--- src/verilog/cbs_regs.svh ---
// Named constants of the bus sequencer: bus codes, slot indices, lengths, reset values
`ifndef CBS_REGS_SVH
`define CBS_REGS_SVH

// Bus function codes, packed as {bus_ctl_dir, bus_ctl_2, bus_ctl_1}
`define CBS_BC_IDLE        3'h0
`define CBS_BC_ADDR_DATA   3'h1
`define CBS_BC_VECTOR      3'h2
`define CBS_BC_DATA_IN     3'h3
`define CBS_BC_ADDR_LATCH  3'h4
`define CBS_BC_WRITE       3'h5
`define CBS_BC_STROBE      3'h6
`define CBS_BC_IRQ_ACCEPT  3'h7

// Time slots within one micro state
`define CBS_SLOT_ONE       2'h0
`define CBS_SLOT_FOUR      2'h3

// Last step index of each execute pattern (length minus one)
`define CBS_LAST_INPUT     3'h1
`define CBS_LAST_MOVE_OUT  3'h2
`define CBS_LAST_DOUBLE    3'h2
`define CBS_LAST_REG_REG   3'h1
`define CBS_LAST_SHIFT_1   3'h1
`define CBS_LAST_SHIFT_2   3'h3

// Reset values and pointer step
`define CBS_PC_RESET       16'h0000
`define CBS_SP_RESET       16'h0000
`define CBS_PTR_STEP       16'h0001
`define CBS_STEP_ONE       3'h1

`endif

--- src/verilog/cbs_pkg.sv ---
// Types shared by the bus sequencer
package cbs_pkg;

	typedef struct packed {
		logic dir;
		logic bc2;
		logic bc1;
	} cbs_bus_ctl_s;

	typedef enum logic [2:0] {
		ic_input,
		ic_move_out,
		ic_double,
		ic_reg_reg,
		ic_shift
	} cbs_iclass_e;

	typedef enum logic [3:0] {
		st_fetch_addr,
		st_fetch_gap,
		st_fetch_data,
		st_exec,
		st_hold,
		st_halt,
		st_int_ack,
		st_int_write,
		st_int_strobe,
		st_int_vector
	} cbs_state_e;

endpackage

--- src/verilog/cbs_bus_seq.sv ---
// Micro-state bus sequencer: execute patterns, bus hold, interrupt entry, wait and halt
`include "cbs_regs.svh"

module cbs_bus_seq (
	// Clock and reset
	input  wire logic                 i_ref_clk,
	input  wire logic                 i_arst_n,
	// Requests from the shared bus
	input  wire logic                 i_bus_hold_req_n,
	input  wire logic                 i_nmi_req_n,
	input  wire logic                 i_maskable_irq_req_n,
	input  wire logic                 i_data_ready_in,
	input  wire logic                 i_halt_toggle_n,
	// Decoded instruction, taken during the instruction's data-in state; store data is taken again during the write state
	input  wire cbs_pkg::cbs_iclass_e i_instr_class,
	input  wire logic                 i_shift_double,
	input  wire logic [15:0]          i_operand_addr,
	input  wire logic [15:0]          i_store_data,
	// Interrupt enable flop control from instruction execution
	input  wire logic                 i_irq_enable_set,
	input  wire logic                 i_irq_enable_clr,
	// Multiplexed data bus, split into three signals
	input  wire logic [15:0]          i_bus_data,
	output logic      [15:0]          o_bus_data,
	output logic                      o_bus_data_oe,
	// Bus control
	output logic                      o_bus_ctl_1,
	output logic                      o_bus_ctl_2,
	output logic                      o_bus_ctl_dir,
	output logic                      o_bus_hold_grant_n,
	// Status
	output logic                      o_halted,
	output logic                      o_irq_enable
);

	logic [1:0]                 slot_ff;
	logic                       slot_one;
	logic                       slot_four;
	cbs_pkg::cbs_state_e        state_ff;
	cbs_pkg::cbs_state_e        nxt_state;
	cbs_pkg::cbs_state_e        after_instr;
	logic [2:0]                 step_ff;
	logic [2:0]                 nxt_step;
	cbs_pkg::cbs_iclass_e       iclass_ff;
	cbs_pkg::cbs_iclass_e       exec_class;
	logic                       dbl_ff;
	cbs_pkg::cbs_bus_ctl_s      bus_ctl_ff;
	cbs_pkg::cbs_bus_ctl_s      nxt_bus_ctl;
	logic [15:0]                bus_data_ff;
	logic [15:0]                nxt_bus_data;
	logic                       bus_oe_ff;
	logic                       nxt_bus_oe;
	logic                       grant_n_ff;
	logic [15:0]                pc_ff;
	logic [15:0]                sp_ff;
	logic                       hold_meta_ff;
	logic                       hold_ff;
	logic                       nmi_meta_ff;
	logic                       nmi_ff;
	logic                       nmi_prev_ff;
	logic                       nmi_pend_ff;
	logic                       mirq_meta_ff;
	logic                       mirq_ff;
	logic                       irq_en_ff;
	logic                       irq_go;
	logic                       rdy_meta_ff;
	logic                       rdy_sync_ff;
	logic                       addr_prev_ff;
	logic                       wait_ff;
	logic                       advance;
	logic                       halt_meta_ff;
	logic                       halt_sync_ff;
	logic                       halt_prev_ff;
	logic                       halted_ff;

	// Execute pattern per class and step
	function automatic logic [2:0] exec_code(input cbs_pkg::cbs_iclass_e ic,
			input logic [2:0] st);
		logic [2:0] code;
		code = `CBS_BC_IDLE;
		unique case (ic)
			cbs_pkg::ic_input: begin
				code = (st == 3'h0) ? `CBS_BC_DATA_IN : `CBS_BC_IDLE;
			end
			cbs_pkg::ic_move_out: begin
				if (st == 3'h0) begin
					code = `CBS_BC_WRITE;
				end else if (st == 3'h1) begin
					code = `CBS_BC_STROBE;
				end
			end
			cbs_pkg::ic_double: begin
				if (st == 3'h0) begin
					code = `CBS_BC_ADDR_LATCH;
				end else if (st == 3'h2) begin
					code = `CBS_BC_DATA_IN;
				end
			end
			cbs_pkg::ic_reg_reg,
			cbs_pkg::ic_shift: begin
				code = `CBS_BC_IDLE;
			end
			default: begin
				code = `CBS_BC_IDLE;
			end
		endcase
		return code;
	endfunction

	// Last execute step; every pattern spans two to four micro states
	function automatic logic [2:0] exec_last(input cbs_pkg::cbs_iclass_e ic,
			input logic dbl);
		logic [2:0] last;
		last = `CBS_LAST_REG_REG;
		unique case (ic)
			cbs_pkg::ic_input:    last = `CBS_LAST_INPUT;
			cbs_pkg::ic_move_out: last = `CBS_LAST_MOVE_OUT;
			cbs_pkg::ic_double:   last = `CBS_LAST_DOUBLE;
			cbs_pkg::ic_reg_reg:  last = `CBS_LAST_REG_REG;
			cbs_pkg::ic_shift:    last = dbl ? `CBS_LAST_SHIFT_2 : `CBS_LAST_SHIFT_1;
			default:              last = `CBS_LAST_REG_REG;
		endcase
		return last;
	endfunction

	// Four slots per micro state, one clock each
	always_ff @(posedge i_ref_clk or negedge i_arst_n) begin
		if (!i_arst_n) begin
			slot_ff <= `CBS_SLOT_ONE;
		end else begin
			slot_ff <= slot_ff + 2'h1;
		end
	end
	assign slot_one  = (slot_ff == `CBS_SLOT_ONE);
	assign slot_four = (slot_ff == `CBS_SLOT_FOUR);

	// Asynchronous requests: first flop feeds only the slot-one sampling flop
	always_ff @(posedge i_ref_clk or negedge i_arst_n) begin
		if (!i_arst_n) begin
			hold_meta_ff <= 1'b1;
			hold_ff      <= 1'b0;
			nmi_meta_ff  <= 1'b1;
			nmi_ff       <= 1'b1;
			nmi_prev_ff  <= 1'b1;
			mirq_meta_ff <= 1'b1;
			mirq_ff      <= 1'b1;
		end else begin
			hold_meta_ff <= i_bus_hold_req_n;
			nmi_meta_ff  <= i_nmi_req_n;
			mirq_meta_ff <= i_maskable_irq_req_n;
			// Edge seen for one clock only, so a clear at entry is not undone
			nmi_prev_ff  <= nmi_ff;
			if (slot_one) begin
				hold_ff     <= !hold_meta_ff;
				nmi_ff      <= nmi_meta_ff;
				mirq_ff     <= mirq_meta_ff;
			end
		end
	end

	// Non-maskable request is latched on its falling edge so one pulse gives one entry
	always_ff @(posedge i_ref_clk or negedge i_arst_n) begin
		if (!i_arst_n) begin
			nmi_pend_ff <= 1'b0;
		end else if (nmi_prev_ff && !nmi_ff) begin
			nmi_pend_ff <= 1'b1;
		end else if (slot_four && nxt_state == cbs_pkg::st_int_ack) begin
			nmi_pend_ff <= 1'b0;
		end
	end

	// Enable flop; a set in the accept cycle wins over the automatic clear
	always_ff @(posedge i_ref_clk or negedge i_arst_n) begin
		if (!i_arst_n) begin
			irq_en_ff <= 1'b0;
		end else if (i_irq_enable_set) begin
			irq_en_ff <= 1'b1;
		end else if (i_irq_enable_clr || (slot_four && nxt_state == cbs_pkg::st_int_ack)) begin
			irq_en_ff <= 1'b0;
		end
	end

	assign irq_go = nmi_pend_ff || (!mirq_ff && irq_en_ff);

	// Ready: low caught in slot one after an address latch, rise caught in slot four
	always_ff @(posedge i_ref_clk or negedge i_arst_n) begin
		if (!i_arst_n) begin
			rdy_meta_ff <= 1'b1;
			rdy_sync_ff <= 1'b1;
			wait_ff     <= 1'b0;
		end else begin
			rdy_meta_ff <= i_data_ready_in;
			rdy_sync_ff <= rdy_meta_ff;
			if (slot_one && addr_prev_ff) begin
				wait_ff <= !i_data_ready_in;
			end else if (slot_four && rdy_sync_ff) begin
				wait_ff <= 1'b0;
			end
		end
	end
	assign advance = !wait_ff || rdy_sync_ff;

	// Halt toggles on falling edges of the synchronised pin only
	always_ff @(posedge i_ref_clk or negedge i_arst_n) begin
		if (!i_arst_n) begin
			halt_meta_ff <= 1'b1;
			halt_sync_ff <= 1'b1;
			halt_prev_ff <= 1'b1;
			halted_ff    <= 1'b0;
		end else begin
			halt_meta_ff <= i_halt_toggle_n;
			halt_sync_ff <= halt_meta_ff;
			halt_prev_ff <= halt_sync_ff;
			if (halt_prev_ff && !halt_sync_ff) begin
				halted_ff <= !halted_ff;
			end
		end
	end

	// End-of-instruction decision: hold first, then interrupt, then halt, else fetch
	always_comb begin
		if (hold_ff) begin
			after_instr = cbs_pkg::st_hold;
		end else if (irq_go) begin
			after_instr = cbs_pkg::st_int_ack;
		end else if (halted_ff) begin
			after_instr = cbs_pkg::st_halt;
		end else begin
			after_instr = cbs_pkg::st_fetch_addr;
		end
	end

	always_comb begin
		nxt_state = state_ff;
		nxt_step  = step_ff;
		unique case (state_ff)
			cbs_pkg::st_fetch_addr: nxt_state = cbs_pkg::st_fetch_gap;
			cbs_pkg::st_fetch_gap: begin
				if (advance) begin
					nxt_state = cbs_pkg::st_fetch_data;
				end
			end
			cbs_pkg::st_fetch_data: begin
				nxt_state = cbs_pkg::st_exec;
				nxt_step  = 3'h0;
			end
			cbs_pkg::st_exec: begin
				if (advance) begin
					if (step_ff == exec_last(iclass_ff, dbl_ff)) begin
						nxt_state = after_instr;
					end else begin
						nxt_step = step_ff + `CBS_STEP_ONE;
					end
				end
			end
			cbs_pkg::st_hold,
			cbs_pkg::st_halt:       nxt_state = after_instr;
			cbs_pkg::st_int_ack:    nxt_state = cbs_pkg::st_int_write;
			cbs_pkg::st_int_write:  nxt_state = cbs_pkg::st_int_strobe;
			cbs_pkg::st_int_strobe: nxt_state = cbs_pkg::st_int_vector;
			cbs_pkg::st_int_vector: nxt_state = cbs_pkg::st_fetch_addr;
		endcase
	end

	// Class flop loads on the edge that starts execution; first step reads the port
	assign exec_class = (state_ff == cbs_pkg::st_fetch_data) ? i_instr_class : iclass_ff;

	// Bus code and drive for the coming micro state
	always_comb begin
		nxt_bus_ctl  = cbs_pkg::cbs_bus_ctl_s'(`CBS_BC_IDLE);
		nxt_bus_data = bus_data_ff;
		nxt_bus_oe   = 1'b0;
		unique case (nxt_state)
			cbs_pkg::st_fetch_addr: begin
				nxt_bus_ctl  = cbs_pkg::cbs_bus_ctl_s'(`CBS_BC_ADDR_LATCH);
				nxt_bus_data = (state_ff == cbs_pkg::st_int_vector) ? i_bus_data : pc_ff;
				nxt_bus_oe   = 1'b1;
			end
			cbs_pkg::st_fetch_data: nxt_bus_ctl = cbs_pkg::cbs_bus_ctl_s'(`CBS_BC_DATA_IN);
			cbs_pkg::st_exec: begin
				nxt_bus_ctl = cbs_pkg::cbs_bus_ctl_s'(exec_code(exec_class, nxt_step));
				if (nxt_bus_ctl == cbs_pkg::cbs_bus_ctl_s'(`CBS_BC_ADDR_LATCH)) begin
					nxt_bus_data = i_operand_addr;
					nxt_bus_oe   = 1'b1;
				end else if (exec_class == cbs_pkg::ic_move_out && nxt_step != 3'h2) begin
					nxt_bus_data = i_store_data;
					nxt_bus_oe   = 1'b1;
				end
			end
			cbs_pkg::st_int_ack: begin
				nxt_bus_ctl  = cbs_pkg::cbs_bus_ctl_s'(`CBS_BC_IRQ_ACCEPT);
				nxt_bus_data = sp_ff;
				nxt_bus_oe   = 1'b1;
			end
			cbs_pkg::st_int_write,
			cbs_pkg::st_int_strobe: begin
				nxt_bus_ctl  = (nxt_state == cbs_pkg::st_int_write) ?
					cbs_pkg::cbs_bus_ctl_s'(`CBS_BC_WRITE) :
					cbs_pkg::cbs_bus_ctl_s'(`CBS_BC_STROBE);
				nxt_bus_data = pc_ff;
				nxt_bus_oe   = 1'b1;
			end
			cbs_pkg::st_int_vector: nxt_bus_ctl = cbs_pkg::cbs_bus_ctl_s'(`CBS_BC_VECTOR);
			// Gap, hold and halt keep the idle code and a released bus
			cbs_pkg::st_fetch_gap,
			cbs_pkg::st_hold,
			cbs_pkg::st_halt: nxt_bus_oe = 1'b0;
		endcase
	end

	// Sequencer and bus outputs change only at the slot-four boundary
	always_ff @(posedge i_ref_clk or negedge i_arst_n) begin
		if (!i_arst_n) begin
			state_ff     <= cbs_pkg::st_hold;
			step_ff      <= 3'h0;
			bus_ctl_ff   <= cbs_pkg::cbs_bus_ctl_s'(`CBS_BC_IDLE);
			bus_data_ff  <= `CBS_PC_RESET;
			bus_oe_ff    <= 1'b0;
			grant_n_ff   <= 1'b1;
			addr_prev_ff <= 1'b0;
		end else if (slot_four) begin
			state_ff     <= nxt_state;
			step_ff      <= nxt_step;
			bus_ctl_ff   <= nxt_bus_ctl;
			bus_data_ff  <= nxt_bus_data;
			bus_oe_ff    <= nxt_bus_oe;
			grant_n_ff   <= (nxt_state != cbs_pkg::st_hold);
			// Marks the state after a latch, whose first slot looks at ready
			addr_prev_ff <= (bus_ctl_ff == cbs_pkg::cbs_bus_ctl_s'(`CBS_BC_ADDR_LATCH)) ||
				(bus_ctl_ff == cbs_pkg::cbs_bus_ctl_s'(`CBS_BC_ADDR_DATA));
		end
	end

	// Program counter, stack pointer and latched instruction class
	always_ff @(posedge i_ref_clk or negedge i_arst_n) begin
		if (!i_arst_n) begin
			pc_ff     <= `CBS_PC_RESET;
			sp_ff     <= `CBS_SP_RESET;
			iclass_ff <= cbs_pkg::ic_reg_reg;
			dbl_ff    <= 1'b0;
		end else if (slot_four) begin
			unique case (state_ff)
				cbs_pkg::st_fetch_addr: pc_ff <= pc_ff + `CBS_PTR_STEP;
				cbs_pkg::st_fetch_data: begin
					iclass_ff <= i_instr_class;
					dbl_ff    <= i_shift_double;
				end
				cbs_pkg::st_int_strobe: sp_ff <= sp_ff + `CBS_PTR_STEP;
				cbs_pkg::st_int_vector: pc_ff <= i_bus_data;
				default: begin
				end
			endcase
		end
	end

	assign o_bus_data         = bus_data_ff;
	assign o_bus_data_oe      = bus_oe_ff;
	assign o_bus_ctl_1        = bus_ctl_ff.bc1;
	assign o_bus_ctl_2        = bus_ctl_ff.bc2;
	assign o_bus_ctl_dir      = bus_ctl_ff.dir;
	assign o_bus_hold_grant_n = grant_n_ff;
	assign o_halted           = halted_ff;
	assign o_irq_enable       = irq_en_ff;

endmodule // cbs_bus_seq

--- config.mk ---
export PLATFORM = sky130hd
export DESIGN_NAME = cbs_bus_seq
export DESIGN_NICKNAME = d
export VERILOG_FILES = /design/src/verilog/cbs_pkg.sv /design/src/verilog/cbs_bus_seq.sv
export VERILOG_INCLUDE_DIRS = /design/src /design/src/verilog
export SDC_FILE = /design/constraint.sdc
export NUM_CORES = 1
export LEC_CHECK = 0
export ABC_CLOCK_PERIOD_IN_PS = 3280
export BUFFER_PORTS_ARGS = -buffer_cell sky130_fd_sc_hd__buf_2
export CAP_MARGIN = 5
export CORE_ASPECT_RATIO = 0.8
export CORE_UTILIZATION = 57
export DETAILED_ROUTE_END_ITERATION = 10
export PLACE_DENSITY = 0.93
export SYNTH_ARGS = -nofsm -noshare
export SYNTH_HDL_FRONTEND = slang
export SYNTH_SLANG_ARGS = --single-unit
--- constraint.sdc ---
create_clock -name i_ref_clk -period 3.28 [get_ports i_ref_clk]
set_input_delay 0.984 -clock i_ref_clk [delete_from_list [all_inputs] [get_ports i_ref_clk]]
set_output_delay 0.984 -clock i_ref_clk [all_outputs]
set_load 0.01 [all_outputs]
After elaboration in Yosys (flattened, before gate mapping)
Index checks and enable logic that the tools add are counted.
Word-level totals
  bits in registers: 83
  bits in latches: 0
  bits in writable memories: 0
  memory bits (read-only): 0
  input bits: 61
  output and inout bits: 23
  logic and storage cells: 138
  memories: 0
Operators by class
  $add $sub $neg: 4
  multiply operators: 0
  divide/modulo/power cells: 0
  magnitude comparators: 0
  eq/ne operators: 30
  shifts and indexed selects: 0
  muxes and demuxes: 38
  bitwise gates (word level): 0
  reductions and logical operators: 36
Operator list (count)
  one-hot mux 16 bit (4 select lines): 1
  two-way mux 16 bit: 3
  two-way mux 3 bit: 12
  one-hot mux 4 bit (9 select lines): 1
  adder 16 x 1 -> 16 bit (second input constant): 2
  one-hot mux 16 bit (2 select lines): 1
  equality test 4 x 3 -> 1 bit (second input constant): 6
  one-hot mux 3 bit (6 select lines): 1
  equality test 4 x 2 -> 1 bit (second input constant): 4
  equality test 4 bit (second input constant): 4
  equality test 3 x 1 -> 1 bit (second input constant): 4
  two-way mux 4 bit: 3
  equality test 3 x 2 -> 1 bit (second input constant): 3
  equality test 3 bit (second input constant): 3
  one-hot mux 3 bit (3 select lines): 1
  logical NOT 4 bit: 2
  two-way mux 1 bit: 8
  two-way mux 2 bit: 4
  nonzero test 2 bit: 4
  logical AND 1 bit: 7
  logical NOT 1 bit: 7
  logical NOT 3 bit: 2
  one-hot mux 3 bit (2 select lines): 1
  AND reduction 2 bit: 3
  other kinds (16): 21

Depth between registers and ports, before layout
Gate-level depths: netlist of the first run.
  word-level depth: 17
  depth in mapped cells: 11

Worst setup path before layout of the first run
Ideal clock, no wire load.
  path kind: reg-to-reg
  from: register iclass_ff[0]
  to: register bus_ctl_ff (netlist bit o_bus_ctl_2)
  setup time: 0.149 ns
  data arrival time: 2.433 ns
  required time: 3.131 ns
  path slack: 0.698 ns
  cell stages (with the launch flop): 11
  buffers on the path: 2
  clock period less this slack: 2.582 ns
  path through: dfstp_2 buf_2 and4bb_4 xnor2_2 a211oi_4 or3_4 nand2_4 buf_6 nand2_1 a2111oi_0 a311oi_1
Between the ends
  cells in the longest elaborated chain, start to end: 15
  elaborated cells between the ends (all ways): 38
  classes of those cells: eq/ne (14); mux (19); reduce/logical (5)
RTL lines
  from (decl): line cbs_bus_seq.sv:44  | cbs_pkg::cbs_iclass_e iclass_ff;
  from (signal assigned): line cbs_bus_seq.sv:339  | iclass_ff <= cbs_pkg::ic_reg_reg;
  from (signal assigned): line cbs_bus_seq.sv:345  | iclass_ff <= i_instr_class;
  equality test 3 x 2 -> 1 bit or equality test 3 x 1 -> 1 bit (tied branches): line cbs_bus_seq.sv:115  | unique case (ic)
  OR reduction 2 bit (no line)
  one-hot mux 2 bit (2 select lines): line cbs_bus_seq.sv:115
  two-way mux 3 bit: line cbs_bus_seq.sv:248  | if (advance) begin
  two-way mux 3 bit: line cbs_bus_seq.sv:236  | unique case (state_ff)
  equality test 3 bit: line cbs_bus_seq.sv:249  | if (step_ff == exec_last(iclass_ff, dbl_ff)) begin
  two-way mux 3 bit: line cbs_bus_seq.sv:249
  two-way mux 3 bit: line cbs_bus_seq.sv:248
  one-hot mux 3 bit (2 select lines): line cbs_bus_seq.sv:236
  equality test 3 x 2 -> 1 bit or equality test 3 x 1 -> 1 bit (tied branches): line cbs_bus_seq.sv:95, cbs_bus_seq.sv:88
  two-way mux 2 bit or two-way mux 3 bit (tied branches): line cbs_bus_seq.sv:95, cbs_bus_seq.sv:88
  two-way mux 3 bit, on equally long branches: line cbs_bus_seq.sv:93, cbs_bus_seq.sv:86
  one-hot mux 3 bit (3 select lines): line cbs_bus_seq.sv:81  | unique case (ic)
  two-way mux 3 bit: line cbs_bus_seq.sv:273  | unique case (nxt_state)
  one-hot mux 3 bit (6 select lines) (*): line cbs_bus_seq.sv:273
  to (signal assigned): line cbs_bus_seq.sv:316  | bus_ctl_ff <= cbs_pkg::cbs_bus_ctl_s'(`CBS_BC_IDLE);
  to (signal assigned): line cbs_bus_seq.sv:324  | bus_ctl_ff <= nxt_bus_ctl;
  to (decl): line cbs_bus_seq.sv:47  | cbs_pkg::cbs_bus_ctl_s bus_ctl_ff;
Every way passes the cells marked *; elsewhere a longest branch is shown, timed or not. The select of a mux whose other input is x is not followed.
A chain may end at the register's enable or synchronous reset.

Worst setup path after layout of the first run
  from: register state_ff[3]
  to: register bus_data_ff[14] (netlist: o_bus_data[14])
Between the ends
  cells in the longest elaborated chain, start to end: 10
  elaborated cells between the ends (all ways): 45
  classes of those cells: eq/ne (20); mux (16); reduce/logical (9)
RTL lines
  from (decl): line cbs_bus_seq.sv:39  | cbs_pkg::cbs_state_e state_ff;
  from (signal assigned): line cbs_bus_seq.sv:314  | state_ff <= cbs_pkg::st_hold;
  from (signal assigned): line cbs_bus_seq.sv:322  | state_ff <= nxt_state;
  equality test 4 x 2 -> 1 bit, on equally long branches: line cbs_bus_seq.sv:236, cbs_bus_seq.sv:266
  one-hot mux 3 bit (2 select lines): line cbs_bus_seq.sv:236
  equality test 3 x 2 -> 1 bit or equality test 3 x 1 -> 1 bit (tied branches): line cbs_bus_seq.sv:95, cbs_bus_seq.sv:88
  two-way mux 2 bit or two-way mux 3 bit (tied branches): line cbs_bus_seq.sv:95, cbs_bus_seq.sv:88
  two-way mux 3 bit, on equally long branches: line cbs_bus_seq.sv:93, cbs_bus_seq.sv:86
  one-hot mux 3 bit (3 select lines): line cbs_bus_seq.sv:81
  two-way mux 3 bit: line cbs_bus_seq.sv:273
  equality test 3 bit: line cbs_bus_seq.sv:282  | if (nxt_bus_ctl == cbs_pkg::cbs_bus_ctl_s'(`CBS_BC_ADDR_LATCH)) begin
  two-way mux 16 bit or != test 3 bit (tied branches)
  one-hot mux 16 bit (4 select lines) or AND reduction 3 bit (tied branches)
  to (signal assigned): line cbs_bus_seq.sv:317  | bus_data_ff <= `CBS_PC_RESET;
  to (signal assigned): line cbs_bus_seq.sv:325  | bus_data_ff <= nxt_bus_data;
  to (decl): line cbs_bus_seq.sv:49  | logic [15:0] bus_data_ff;
Parallel ways exist; a longest one is shown, timed or not. The select of a mux whose other input is x is not followed.

==> results.md, run 1 <==
- Status: complete, no violations
- Mapped Cells: approximately 550
- Worst-Margin Slew: just over 0.8 ns
- # setup viols final: 0
- Net count after synthesis: roughly 620
- Synth top area cells: dfrtp_1 (33%), dfstp_2 (7.7%), nor2_1 (5.2%)
- Die width: about 110 um
- GP Congestion: ~0.92
- CTS tree: done
- Die span in y: between 80 and 90 um
- Routed vias/inst: 6.424
- HPWL Detailed: roughly 9.8 mm
- Final total power: 5.072 mW
- Cell Rows: 30
- Clock Pin Slew Worst Setup and Hold Paths: around 0.09 ns
- Min cycle time layout: roughly 3.1 ns
- RSZ-0062 raised after global routing: no
- Pwr Density: approximately 870 mW/mm2
- H-tree depth: 3
- Layout cells sized above 1: approximately a quarter
- TritonCTS Buffers: 9
- R2R cell count: 9
- CP max FO: 17
- R2r startpoint: state_ff[3]
- Synth top cells by count: nor2_1 (71), dfrtp_1 (68), nand2_1 (60)
- Final Hold Viols: 0
- Number of diodes: 0
- Critical path class: register to register
- CP cell instances: nor2b_1 > nor2b_1 > o2111ai_2 > o22a_1 > nor3b_4 > buf_4 > mux2i_1 > o211a_1 > o31ai_1
- Gr usage total: about a third
- Worst setup path start: state_ff[3]
- Synthesized area: 0.005106 mm2
- CTS Sinks: 83
- R2R Setup Slk: approximately 0.21 ns
- Post-CTS Setup Inserts: 0
- Post-route DRC violation count: 0
- GRT met1 Usage: ~43%
- Post-synth EDFFs: 0
- Most frequent cell after synthesis: nor2_1
- Max Slew Vio Count: 0
- Worst min-delay path class: register to register
- Relative slew slack: a little under half
- Clock Skew: approximately 0.012 ns
- Layout area overhead: 14.07%
- Met2 Resource Use GR: approximately half
- Seq/Total Area, Yosys: 41.04%
- Sw Share: between 40% and 50%
- Final non-filler cell area: a little under 0.006 mm2
- Final nets: 690
- Crit-path most repeated cell: nor2b_1
- Critical Path AT: 3.33 ns
- P_leak: around 2.6 nW
- Max-Cap Viols: 0
- Combinational share of power: 51.1%
- Clk pwr share: between 15 and 20%
- WL per Instance: 18.77 um
- CTS max path bufs: 2
- Synth top area share: between 30% and 40%
- DR vias: between 4,000 and 5,000
- Starting Density: between 50% and 60%
- Largest net degree at the start of global routing: 84
- Internal power: approximately 2.8 mW
- Slowest-stage cell, CP: dfrtp_1
- Worst skew pair latency: roughly 0.37 ns
- First-pass iteration count of the detailed router: 6
- GR Overflow Total: 0
- Global-route wire length before repair: around 23 mm
- Die area: slightly above 0.009 mm2
- Setup TNS: 0 ns
- Worst Setup End Kind: register
- Routed WL: approximately 14 mm
- CP required: around 3.5 ns
- GR Util met3: a little under a tenth
- Mean area per synthesized cell: approximately 9 um2
- Fmax achieved: approximately 330 MHz
- Vias in the first global route: 4,538
- Asr flop ratio synth: between 90% and 100%
- Io pins: 84
- Post-synth cell types: 76
- Post-synthesis register bit count: 83
- Final worst-path cycle share: between 90 and 100%
- CP max stage delay: approximately 0.59 ns
- Synth warn: 0
- Peak supply drop: ~0.43 mV
- Most Crowded Layer GR: met2
- Buffers on Ports: 83
- Routed Antenna Nets: 0
- Core Region: roughly 0.0086 mm2
- CTS root buf: clkbuf_8
- Part of the power in registers: around a third
- Main synth FF type: dfrtp_1
- Placed cell area: approximately 0.0056 mm2
- DR iter-0 viols: 626
- Startpoint types: register
- Initial antenna violation count: 1
- Reg2Reg Capture Point: o_bus_data[14]
- Cell accounting for the most synthesized area: dfrtp_1
- P_sw: 2.314 mW
- Worst setup path endpoint: o_bus_data[14]
-- worst min path at each step --
stage	slack [ns]	start	cells past startpoint	endpoint
finish	0.36	halt_meta_ff	0	halt_sync_ff
global route	0.37	rdy_meta_ff	0	rdy_sync_ff
CTS	0.36	halt_meta_ff	0	halt_sync_ff
detailed placement	0.35	halt_meta_ff	0	halt_sync_ff
global placement	0.35	halt_meta_ff	0	halt_sync_ff
floorplan	0.35	halt_meta_ff	0	halt_sync_ff
-- cell type report --
type,count,area (um2)
timing repair buffer,96,528.0
multi-input combinational,423,2793
fill,637,2771
tap,112,140.1
inverter,11,41.29
sequential,83,2096
clock inverter,3,23.77
clock buffer,13,202.7
-- logic make-up (layout without fill, tap and decap cells) --
| family | Yosys count | in the layout | synth area share [%] |
|---|---|---|---|
| AO/OA/AOI/OAI | 160 | 160 | 23.60 |
| XOR/XNOR | 21 | 21 | 3.896 |
| adder cells (fa/ha/maj) | 5 | 5 | 1.225 |
| buffers and inverters | 47 | 123 | 4.533 |
| flip-flops | 83 | 83 | 41.04 |
| multiplexers | 24 | 24 | 4.876 |
| AND/OR/NAND/NOR | 213 | 213 | 20.83 |
-- critical path, delay by kind of cell, from the launching register on --
family	cells	cell delay, ns
simple gates	3	0.92
compound gates	4	1.00
buf+inv	1	0.33
mux	1	0.13
flops	1	0.59
-- through the flow --
step                setup WS [ns]  std cells  utilization, %  hold slack, ns
floorplan                  0.6981        553               -          0.3452
global placement           0.4182        725           65.11          0.3460
detailed placement         0.2613        725           65.11          0.3476
CTS                        0.2368        741           67.74          0.3605
global route              0.01116        741           67.76          0.3697
finish                     0.2082        741           67.76          0.3593
-- cells in the final DEF (no fill, tap or decap), drive strengths merged, types with 3 or more instances in the layout --
cell type and count:
buf 96, nor2 71, dfrtp 68, nand2 62, a21oi 36, o21ai 24, o31ai 19, nand3 18
a22oi 18, mux2i 17, o211a 17, dfstp 15, xnor2 15, clkbuf 13, inv 12, mux2 7
nor2b 7, nand4 7, nand2b 7, a211oi 7, a31oi 6, xor2 6, and2 6, o22ai 5
and3 5, nor3 5, ha 5, nor4 5, o22a 4, nor4b 4, a22o 3
-- per-layer routing --
layer	share of wire, %	wire, um
met5	0	0
met4	2.1	290
met3	11	1541
met2	46	6380
met1	41	5698
-- registers in the layout (all words and copies together), names as in the netlist, 2 cells and up --
name,count
iclass_ff,3
step_ff,3
pc_ff,16
state_ff,4
o_bus_data,16
slot_ff,2
sp_ff,16
-- repair_timing --
action | CTS | global route
hold buffers | 0 | 0
resized for setup | 0 | 1
endpoints found under the setup margin | 0 | 1
-- power by group through the flow --
stage	Clock, mW	Sequential (mW)	Combinational (mW)
after CTS	0.825	1.65	2.55
after global placement	0	1.63	2.39
final	0.817	1.66	2.59
after global routing	0.868	1.70	2.82
after detailed placement	0	1.66	2.51
after floorplan	0	1.57	1.97
No activity file was read; power rests on OpenSTA's default activity.
==> run 2, diff against run 1 <==
- ABC_CLOCK_PERIOD_IN_PS: 3280 -> 3900
- CORE_UTILIZATION: 57 -> 62
- PLACE_DENSITY: 0.93 -> 0.95
- clock period: 3.28 -> 3.9 ns (I/O delays scaled with it)
==> results.md, run 2 (synthesis gave the netlist of run 1 again) <==
- P_sw: just under 2 mW
- Endpoint, Worst Hold: halt_sync_ff
- Pwr Density: about 720 mW/mm2
- R2r startpoint: state_ff[1]
- DR iter-0 viols: slightly below 700
- Crit-path most repeated cell: nor2b_1
- Fill cell count: 552
- Relative slew slack: a little over 30%
- Worst-Margin Slew: between 1 and 1.5 ns
- Number of diodes: 0
- CP cell instances: nor2b_1 > nor2b_1 > o2111ai_2 > o22a_1 > nor3b_4 > buf_4 > mux2i_1 > o211a_1 > o31ai_1
- Post-Layout Cell Count: approximately 730
- Starting Density: between 60% and 70%
- Hold_ws: approximately 0.36 ns
- Largest net degree at the start of global routing: 84
- WL per Instance: about 18 um
- Clock Pin Slew Worst Setup and Hold Paths: roughly 0.090 ns
- Hold depth: 0
- Post-CTS sizing: 0
- Sw Share: 46.83%
- Layout cells sized above 1: between 20% and 30%
- Worst Setup End Kind: register
- Io pins: 84
- Most common cell after layout, fill and taps aside: buf_2
- Routed Antenna Nets: 0
- Worst skew pair latency: between 0.3 and 0.4 ns
- CTS tree: done
- Commonest non-fill, non-tap cells in the layout: buf_2 (82), nor2_1 (71), dfrtp_1 (68)
- Reg2Reg Capture Point: o_bus_data[1]
- Initial antenna violation count: 0
- Max-Cap Viols: 0
- Buffers on Ports: 83
- CP required: 4.16 ns
- Final non-filler cell area: 0.005719 mm2
- First-pass iteration count of the detailed router: 5
- HPWL Detailed: 9.564 mm
- CTS max path bufs: 2
- Post-CTS Setup Inserts: 0
- H-tree depth: 3
- CTS Sinks: a little over 80
- RSZ-0062 raised after global routing: no
- Vias in the first global route: around 4,300
- Cell Rows: 29
- Die area: around 0.0086 mm2
- CP max FO: 14
- Max Slew Vio Count: 0
- TritonCTS Buffers: 9
- CTS root buf: clkbuf_8
- Hold Startpoint: halt_meta_ff
- Startpoint types: register
- Worst min-delay path class: register to register
- Routed WL: around 14 mm
- Final Hold Viols: 0
- Internal power: approximately 2.2 mW
- Fmax achieved: just over 300 MHz
- Peak supply drop: ~0.3 mV
- Part of the power in registers: ~34%
- Routed vias/inst: between 6 and 7
- Critical path class: register to register
- Final core occ: around 72%
- Layout area overhead: 12.01%
- P_leak: around 2.5 nW
- # setup viols final: 0
- Critical Path AT: between 3 and 4 ns
- R2R Setup Slk: 0.62 ns
- Slowest-stage cell, CP: nor3b_4
- Cts hold-fix bufs: 0
- Clk pwr share: ~14%
- Core Region: slightly below 0.008 mm2
- Combinational share of power: about half
- Setup TNS: 0 ns
- R2R cell count: 9
- Clock Skew: 0.01341 ns
- GR Overflow Total: 0
- Final nets: between 600 and 700
- Min cycle time layout: about 3.3 ns
- Die width: between 100 and 150 um
- CP max stage delay: 0.61 ns
- Gr usage total: 32.63%
- Die span in y: between 80 and 90 um
- Placed Instances: between 700 and 800
- Final worst-path cycle share: 84.06%
- GP Congestion: 0.9242
- DR vias: 4,734
- Placed cell area: roughly 0.0055 mm2
- Global-route wire length before repair: ~21 mm
- Post-route DRC violation count: 0
- Status: complete, no violations
-- run 2: changes by cell type in the layout (fill, tap and decap cells not counted) --
cell,before,now
clkinv_2,0,1
buf_4,13,9
clkbuf_16,3,0
buf_12,1,0
clkbuf_8,9,10
a2111oi_1,1,0
clkinvlp_4,2,3
a2111oi_0,1,2
-- run 2: how the worst max path moves through the flow --
stage | to | startpoint | cells past startpoint
after floorplan | o_bus_ctl_2 | iclass_ff[0] | 10
after global placement | o_bus_data[13] | i_instr_class[0] | 8
after detailed placement | o_bus_data[1] | i_instr_class[0] | 8
after CTS | o_bus_data[1] | state_ff[1] | 9
after global routing | o_bus_data[1] | state_ff[3] | 9
final | o_bus_data[1] | state_ff[1] | 9
-- run 2: layout make-up --
| class | count | area (um2) | share of cell area, % |
|---|---|---|---|
| clock buffer | 11 | 141.4 | 2.472 |
| clock inverter | 5 | 36.28 | 0.6344 |
| inverter | 11 | 41.29 | 0.7219 |
| multi-input combinational | 423 | 2791 | 48.81 |
| sequential | 83 | 2096 | 36.64 |
| tap | 108 | 135.1 | 2.363 |
| timing repair buffer | 91 | 478.0 | 8.357 |
-- run 2: metal layers --
metal	track usage, %	part of all wire, %	up-vias
li1	-	-	2143
met4	9.987	2.3	0
met5	0	0	-
met1	49.44	42	2208
met3	8.754	12	40
met2	45.33	43	343
-- run 2: power by group through the flow --
stage / Sequential (mW) / Clock [mW] / Combinational, mW
global placement: 1.39 / 0 / 2.01
floorplan: 1.32 / 0 / 1.66
detailed placement: 1.41 / 0 / 2.08
finish: 1.41 / 0.582 / 2.14
CTS: 1.40 / 0.587 / 2.09
global route: 1.44 / 0.618 / 2.31
-- run 2: critical path, delay by kind of cell (launching register included) --
| family | cells | cell delay [ns] |
|---|---|---|
| and+or+nand+nor | 3 | 1.17 |
| AOI/OAI and AO/OA | 4 | 0.99 |
| DFF | 1 | 0.59 |
| buffers and inverters | 1 | 0.33 |
| muxes | 1 | 0.10 |
-- run 2: per-stage QoR --
| stage | power, mW | setup slack, ns |
|---|---|---|
| 2_1_floorplan | 2.980 | 1.318 |
| 3_3_place_gp | 3.398 | 0.8499 |
| 3_5_place_dp | 3.485 | 0.7003 |
| 4_1_cts | 4.075 | 0.6700 |
| 5_1_grt | 4.375 | 0.4306 |
| 6_report | 4.135 | 0.6216 |
